### config.mk
export PLATFORM = sky130hd
export DESIGN_NAME = host_interface_mode_select
export DESIGN_NICKNAME = d
export VERILOG_FILES = /design/src/strap_latch.v /design/src/host_interface_mode_select.v
export VERILOG_INCLUDE_DIRS = /design/src
export SDC_FILE = /design/constraint.sdc
export NUM_CORES = 1
export LEC_CHECK = 0
export BUFFER_PORTS_ARGS = -buffer_cell sky130_fd_sc_hd__buf_2
export CAP_MARGIN = 20
export CELL_PAD_IN_SITES_DETAIL_PLACEMENT = 1
export CELL_PAD_IN_SITES_GLOBAL_PLACEMENT = 1
export CORE_UTILIZATION = 30
export DETAILED_ROUTE_END_ITERATION = 8
export PLACE_DENSITY = 0.75
export SLEW_MARGIN = 20
export SYNTH_ARGS = -nofsm -noshare
export SYNTH_HDL_FRONTEND = slang
export SYNTH_SLANG_ARGS = --single-unit
### constraint.sdc
create_clock -name clk -period 1.32 [get_ports clk]
set_input_delay 0.132 -clock clk [delete_from_list [all_inputs] [get_ports clk]]
set_output_delay 0.132 -clock clk [all_outputs]
set_load 0.01 [all_outputs]
### src/host_mode_defs.vh
// Constants for the host interface mode select block
`ifndef HOST_MODE_DEFS_VH
`define HOST_MODE_DEFS_VH

// Format strap levels
`define FMT_REG_CONTENT     1'h1
`define FMT_CMD_PARAM       1'h0

// Mode strap field positions
`define STRAP_TOP           2
`define STRAP_MID           1
`define STRAP_LOW           0

// Mode strap codes for the parallel widths
`define STRAP_PAR18         3'h0
`define STRAP_PAR9          3'h1
`define STRAP_PAR16         3'h2
`define STRAP_PAR8          3'h3

// One-hot interface mode codes
`define MODE_NONE           6'h00
`define MODE_PAR18          6'h01
`define MODE_PAR9           6'h02
`define MODE_PAR16          6'h04
`define MODE_PAR8           6'h08
`define MODE_SER3           6'h10
`define MODE_SER4           6'h20

// Lane masks for each width
`define LANES_PAR18         18'h3_ffff
`define LANES_PAR9          18'h3_fe00
`define LANES_PAR16         18'h3_fdfe
`define LANES_PAR8          18'h3_fc00
`define LANES_NONE          18'h0_0000

// Pixel format command and reset value
`define CMD_PIXEL_FORMAT    8'h17
`define PIXFMT_565          1'h0
`define PIXFMT_666          1'h1
`define PIXFMT_RESET        1'h1

// Settle cycles after reset release before straps are caught
`define STRAP_SETTLE        2'h2

`endif

### src/strap_latch.v
// Register that catches the straps once after reset release
`timescale 1ns/1ps
module strap_latch (
  input  wire       clk,        // System clock
  input  wire       rst_n,      // Synchronous reset, active low
  input  wire       capture,    // One-cycle capture enable
  input  wire [3:0] straps_in,  // Format and mode straps
  output reg  [3:0] straps_q    // Captured straps
);

  // ==========================================================
  // Capture register
  always @(posedge clk) begin
    if (!rst_n) begin
      straps_q <= 4'h0;
    end else if (capture) begin
      straps_q <= straps_in;
    end
  end

endmodule // strap_latch

### src/host_interface_mode_select.v
// Host port mode selection, lane mapping and pixel format hold
//
// Notes on behaviour
// - Format strap high: register-content, low: command-parameter
// - Mode straps decoded only under register-content format
// - Straps 000: 18-bit bus, all lines
// - Straps 001: 9-bit bus, upper nine lines
// - Straps 010: 16-bit, lines 17-10, 8-1
// - Straps 011: 8-bit bus on lines 17-10
// - Straps 10x: three-wire serial, low strap identity
// - Straps 11x: four-wire serial, low strap ignored
// - Pixel format set by command, applied here
// - Accesses honoured only while chip select low
// - Select line marks command or data transfer
`timescale 1ns/1ps
`include "host_mode_defs.vh"
module host_interface_mode_select (
  input  wire        clk,                   // System clock, 25 MHz
  input  wire        rst_n,                 // Synchronous reset, active low
  input  wire        format_select_strap,   // Interface format strap
  input  wire [2:0]  interface_type_straps, // Interface mode straps
  input  wire        chip_select_low,       // Chip select, active low
  input  wire        data_command_select,   // High data, low command
  input  wire        write_strobe,          // One-cycle host write strobe
  input  wire [17:0] parallel_lines,        // Parallel data lines in
  output reg         reg_content_mode,      // Register-content format chosen
  output reg  [5:0]  interface_mode,        // One-hot interface mode
  output reg         serial_identity_bit,   // Identity bit in 3-wire mode
  output reg         straps_valid,          // Straps captured and held
  output reg  [17:0] lane_mask,             // Lanes carrying data
  output reg  [17:0] lane_data,             // Masked write data
  output reg         lane_cmd,              // Last write was a command
  output reg         lane_valid,            // One-cycle accepted write pulse
  output reg         pixel_format_666       // Pixel format, high for 6:6:6
);

  // ==========================================================
  // One-hot capture sequencer states
  // Only two states: settle after reset, then hold until the next reset
  localparam ST_SETTLE = 2'b01;
  localparam ST_HOLD   = 2'b10;

  // ==========================================================
  // Sequencer, caught straps and write path state
  reg  [1:0] state_q;
  reg  [1:0] state_d;
  reg  [1:0] settle_q;
  wire       capture;
  wire [3:0] straps_q;
  wire       fmt_q;
  wire [2:0] im_q;
  wire [5:0] mode_dec;
  wire       write_take;
  wire       pixfmt_hit;
  reg        pix_pending_q;

  // Decode the caught straps to a one-hot mode
  // The top strap wins over the parallel codes; the low strap is the
  // identity bit in three-wire mode and is ignored in four-wire mode
  function [5:0] decode_mode;
    input       fmt;
    input [2:0] im;
    begin
      if (fmt != `FMT_REG_CONTENT) begin
        decode_mode = `MODE_NONE;
      end else if (im[`STRAP_TOP] && im[`STRAP_MID]) begin
        decode_mode = `MODE_SER4;
      end else if (im[`STRAP_TOP]) begin
        decode_mode = `MODE_SER3;
      end else if (im == `STRAP_PAR18) begin
        decode_mode = `MODE_PAR18;
      end else if (im == `STRAP_PAR9) begin
        decode_mode = `MODE_PAR9;
      end else if (im == `STRAP_PAR16) begin
        decode_mode = `MODE_PAR16;
      end else begin
        decode_mode = `MODE_PAR8;
      end
    end
  endfunction

  // Lane mask per one-hot mode
  function [17:0] mode_lanes;
    input [5:0] mode;
    begin
      case (mode)
        `MODE_PAR18: mode_lanes = `LANES_PAR18;
        `MODE_PAR9:  mode_lanes = `LANES_PAR9;
        `MODE_PAR16: mode_lanes = `LANES_PAR16;
        `MODE_PAR8:  mode_lanes = `LANES_PAR8;
        default:     mode_lanes = `LANES_NONE;
      endcase
    end
  endfunction

  // True when one command lane carries the pixel format opcode
  function is_pixfmt_cmd;
    input [7:0] lane_byte;
    begin
      is_pixfmt_cmd = (lane_byte == `CMD_PIXEL_FORMAT);
    end
  endfunction

  // ==========================================================
  // Capture sequencer: wait, catch once, then hold
  always @* begin
    state_d = state_q;
    case (state_q)
      ST_SETTLE: begin
        if (settle_q == `STRAP_SETTLE) begin
          state_d = ST_HOLD;
        end
      end
      ST_HOLD: begin
        state_d = ST_HOLD;
      end
      // Stray codes fall back to the settle state
      default: begin
        state_d = ST_SETTLE;
      end
    endcase
  end

  // Capture pulse: one cycle at the end of the settle count
  assign capture = (state_q == ST_SETTLE) && (settle_q == `STRAP_SETTLE);

  // Sequencer and settle counter; the counter parks at its end value,
  // and the sequencer leaves settle, so capture fires once per reset
  always @(posedge clk) begin
    if (!rst_n) begin
      state_q  <= ST_SETTLE;
      settle_q <= 2'h0;
    end else begin
      state_q <= state_d;
      if (state_q == ST_SETTLE && settle_q != `STRAP_SETTLE) begin
        settle_q <= settle_q + 2'h1;
      end
    end
  end

  // Strap register, loaded by the single capture pulse
  strap_latch u_strap_latch (
    .clk       (clk),
    .rst_n     (rst_n),
    .capture   (capture),
    .straps_in ({format_select_strap, interface_type_straps}),
    .straps_q  (straps_q)
  );

  // Split the caught straps into format and mode fields
  assign fmt_q = straps_q[3];
  assign im_q  = straps_q[2:0];

  // ==========================================================
  // Registered mode outputs, updated once, the cycle after capture
  // Straps are read once; later strap motion waits for the next reset
  // Serial modes report the mode only, with an empty lane mask
  assign mode_dec = decode_mode(fmt_q, im_q);

  // Mode registers, loaded once when the sequencer reaches hold
  always @(posedge clk) begin
    if (!rst_n) begin
      reg_content_mode    <= 1'b0;
      interface_mode      <= `MODE_NONE;
      serial_identity_bit <= 1'b0;
      straps_valid        <= 1'b0;
      lane_mask           <= `LANES_NONE;
    end else if (state_q == ST_HOLD && !straps_valid) begin
      reg_content_mode    <= (fmt_q == `FMT_REG_CONTENT);
      interface_mode      <= mode_dec;
      serial_identity_bit <= (mode_dec == `MODE_SER3) & im_q[`STRAP_LOW];
      straps_valid        <= 1'b1;
      lane_mask           <= mode_lanes(mode_dec);
    end
  end

  // ==========================================================
  // Write acceptance: straps held, a parallel mode and chip selected
  // Serial and command-parameter modes leave the mask empty, so no write lands
  assign write_take = straps_valid && (lane_mask != `LANES_NONE)
                      && !chip_select_low && write_strobe;

  // Pixel format opcode seen on either command lane
  // Both lanes are watched, so narrow and wide buses share one detector
  assign pixfmt_hit = is_pixfmt_cmd(parallel_lines[17:10])
                      || is_pixfmt_cmd(parallel_lines[8:1]);

  // ==========================================================
  // Lane capture: masked data, command flag and one-cycle valid pulse
  // Data and flag stand until the next accepted write
  always @(posedge clk) begin
    if (!rst_n) begin
      lane_data  <= 18'h0_0000;
      lane_cmd   <= 1'b0;
      lane_valid <= 1'b0;
    end else begin
      lane_valid <= write_take;
      if (write_take) begin
        lane_data <= parallel_lines & lane_mask;
        lane_cmd  <= !data_command_select;
      end
    end
  end

  // ==========================================================
  // Pixel format tracker: a command arms it, the next data write applies it
  // A further command before data re-arms or disarms, so an opcode that is
  // followed by some other command never touches the format
  always @(posedge clk) begin
    if (!rst_n) begin
      pixel_format_666 <= `PIXFMT_RESET;
      pix_pending_q    <= 1'b0;
    end else if (write_take) begin
      if (!data_command_select) begin
        pix_pending_q <= pixfmt_hit;
      end else if (pix_pending_q) begin
        pixel_format_666 <= parallel_lines[17] | parallel_lines[8];
        pix_pending_q    <= 1'b0;
      end
    end
  end

endmodule // host_interface_mode_select

==> summary.txt <==
Route
  – Vias per cell: 4.81
  – Total iterations of the first detailed-routing run: 4
  – Vias: 1659
  – Antenna viol nets, final: 0
  – Routed len/inst: 13.9 um
  – Initial drt markers: 54
  – Residual DRC count: 0
  – Final wirelength: 4800 um

Floorplanning
  – I/O pin total: 75
  – Core footprint: 5540 um^2
  – Die height: ~80 um
  – Starting density of the core: 31.4%
  – Die Span X: between 70 and 80 um
  – Die area: between 6000 and 7000 um^2
  – Rows: 27

Synth
  – Synth Warn #: 0
  – Avg Cell Area, Syn: 9.15 um^2
  – Post-synth EDFFs: 0
  – Top_reg_cell synth: dfxtp_1
  – Synth Net Count: 220
  – Synth Instances: 190
  – Top post-synthesis cells by area: dfxtp_1, a22oi_1, nor2_1
  – Post-synth ARST share: 0%
  – Synth area leader: dfxtp_1
  – Register bit count reported by yosys: 43
  – Synth top area share: 49.5%
  – Top cells by count, synth: dfxtp_1, nor2_1, a22oi_1
  – Sequential-to-total area share from yosys stat: roughly 49%
  – Distinct cells, synth: 34
  – Most numerous cell in the Yosys netlist: dfxtp_1
  – Cell area after synthesis: 1740 um^2

Critical path
  – R2R cell count: 6
  – Worst Setup EP: lane_mask[0]$_SDFFE_PN0P_
  – Reg2Reg Launch Point: state_q[0]$_SDFFE_PN1N_
  – Crit. End Element: register
  – Critical R2R Capture: lane_mask[0]$_SDFFE_PN0P_
  – Data required time at the worst endpoint: 1.56 ns
  – R2r setup slk: 0.03 ns
  – Critical Path AT: 1.53 ns
  – Crit-path max FO: 6
  – Critical Path Start: state_q[0]$_SDFFE_PN1N_
  – Worst setup SP type: register
  – Crit path kind: reg2reg

Cells and area
  – # fillers: 694
  – Non-filler cells, final: 345
  – Ant diodes: 0
  – Core Util, Final: 43.3%
  – Share of cells above drive strength 1: 45.1%
  – Area grow syn2layout: 37.8%
  – Register Area: 865 um^2
  – Nets: between 300 and 400
  – Area occupied by multi-input gates: between 700 and 800 um^2

Global routing
  – Largest net degree at the start of global routing: 24
  – Total gr overflow: 0
  – GRT Total Usage: 15.6%
  – First-pass GRT wire length: 7430 um
  – Vias in the first global route: 1602
  – Initial antenna violation count: 0

STA
  – RSZ-0062 raised after global routing: true
  – F_max: roughly 770 MHz
  – Layout Skew: 0.00432 ns
  – Final worst setup slack: 0.0269 ns
  – Slew Viols, Final: 0
  – Worst rel slew slack: 77.3%
  – Fin crit period: 1.29 ns
  – Crit share post-route: 98.0%
  – Final Hold Viols: 0
  – Slew @ Worst Pin: 0.337 ns
  – Final setup violation count: 0
  – Final hold slack: 0.0635 ns

Placed design
  – Post-detail-place hpwl: about 3500 um
  – Inst Count DP: 333
  – IO buf count: 74
  – Place WS: -0.112 ns
  – Routability cong.: 0.761

Clocking
  – CTS H-tree depth: 2
  – Clk sinks: 43
  – CTS Buf Count: 5
  – Later-pin clock latency in the skew report: ~0.30 ns
  – Clock Pin Slew Worst Setup and Hold Paths: roughly 0.08 ns
  – CTS root buf: clkbuf_8
  – Clock tree buffer depth: 2
  – CTS tree: built

Hold path
  – Class of the tightest hold or removal check: in2reg

Power
  – Leak: 1.11 nW
  – Pwr Density: about 1300 nW/um^2
  – Worst vdd ir: between 0.4 and 0.5 mV

Flow run
  – Max-cap viol count: 0

Run status
  – Status: finished, final reports clean
-- per-layer routing --
layer	track usage, %	up-vias	part of all wire (%)
met1	18.5	796	44
met5	0	-	0
li1	-	813	-
met3	3.49	7	3.9
met4	7.22	0	1.9
met2	26.6	43	50
-- kinds of logic after synthesis --
| kind of cell | after synthesis | synth area share, % |
|---|---|---|
| flip-flops | 43 | 49.5 |
| buffers and inverters | 27 | 9.78 |
| AND/OR/NAND/NOR | 73 | 20.0 |
| XOR/XNOR | 1 | 0.504 |
| adder cells (fa/ha/maj) | 3 | 2.16 |
| AO/OA/AOI/OAI | 43 | 18.1 |
-- final cells by class --
class / instances / area share (%)
flip-flops and latches: 43 / 36.1
multi-input cells: 120 / 32.7
repair buffers: 98 / 23.5
well taps: 72 / 3.76
clock buffers: 7 / 3.18
inverters: 4 / 0.626
clock inverters: 1 / 0.209
-- power breakdown --
| group | total, mW | internal [mW] | switching [mW] | leakage [nW] |
|---|---|---|---|---|
| sequential | 1.46 | 1.38 | 0.0803 | 0.348 |
| combinational | 0.725 | 0.361 | 0.364 | 0.716 |
| clock | 0.812 | 0.372 | 0.441 | 0.0422 |
-- worst min-delay path by stage --
stage                                   start  slack (ns)                            end  cells after the start
after floorplan                         rst_n        0.22        state_q[0]$_SDFFE_PN1N_                      1
after global placement    data_command_select        0.36     pix_pending_q$_SDFFE_PN0N_                      2
after detailed placement  data_command_select        0.37     pix_pending_q$_SDFFE_PN0N_                      2
after CTS                 data_command_select        0.05     pix_pending_q$_SDFFE_PN0N_                      2
after global routing                    rst_n        0.06        state_q[0]$_SDFFE_PN1N_                      2
final                                   rst_n        0.06  pixel_format_666$_SDFFE_PN1P_                      2
-- layout by cell type, fill, tap and decap left out, types with 3 or more instances in the layout --
cell type / synthesis / final
nand2b_1: 3 / 3
a21oi_1: 13 / 10
a32oi_1: 3 / 3
buf_2: 1 / 74
dfxtp_1: 43 / 40
clkbuf_8: 0 / 5
dfxtp_2: 0 / 3
nand3_1: 6 / 6
a22oi_1: 18 / 18
a21oi_2: 1 / 4
buf_4: 14 / 23
inv_1: 4 / 3
nand2_1: 17 / 17
nor2_1: 33 / 33
-- worst max-delay path, cell delays in order (launching register included) --
cell and delay (ns):
dfxtp_2 0.33, inv_2 0.07, ha_4 0.14, nand2b_4 0.09, nor4b_4 0.33, nand2b_1 0.15, a21oi_2 0.14
-- per-stage QoR --
| step | cell area [um^2] | power [mW] | setup TNS, ns |
|---|---|---|---|
| final | 2400 | 3.00 | 0 |
| after global routing | 2400 | 3.19 | -0.205 |
| after CTS | 2320 | 2.95 | 0 |
| after detailed placement | 2210 | 2.12 | -0.302 |
| after global placement | 2210 | 2.09 | 0 |
| after floorplan | 1750 | 1.82 | 0 |
-- registers in the layout, summed over array words and instances (netlist names) --
| register | flops |
|---|---|
| straps_valid | 1 |
| pixel_format_666 | 1 |
| interface_mode | 6 |
| state_q | 2 |
| lane_cmd | 1 |
| u_strap_latch.straps_q | 4 |
| lane_valid | 1 |
| reg_content_mode | 1 |
| settle_q | 2 |
| pix_pending_q | 1 |
| serial_identity_bit | 1 |
| lane_data | 18 |
| lane_mask | 4 |
-- what timing repair did --
| item | CTS | global route |
|---|---|---|
| gates resized for setup | 5 | 14 |
| hold buffers | 0 | 0 |
| setup buffers | 1 | 3 |
| endpoints found under the setup margin | 9 | 17 |
| pin swaps | 1 | 4 |
No activity file was read; power rests on OpenSTA's default activity.
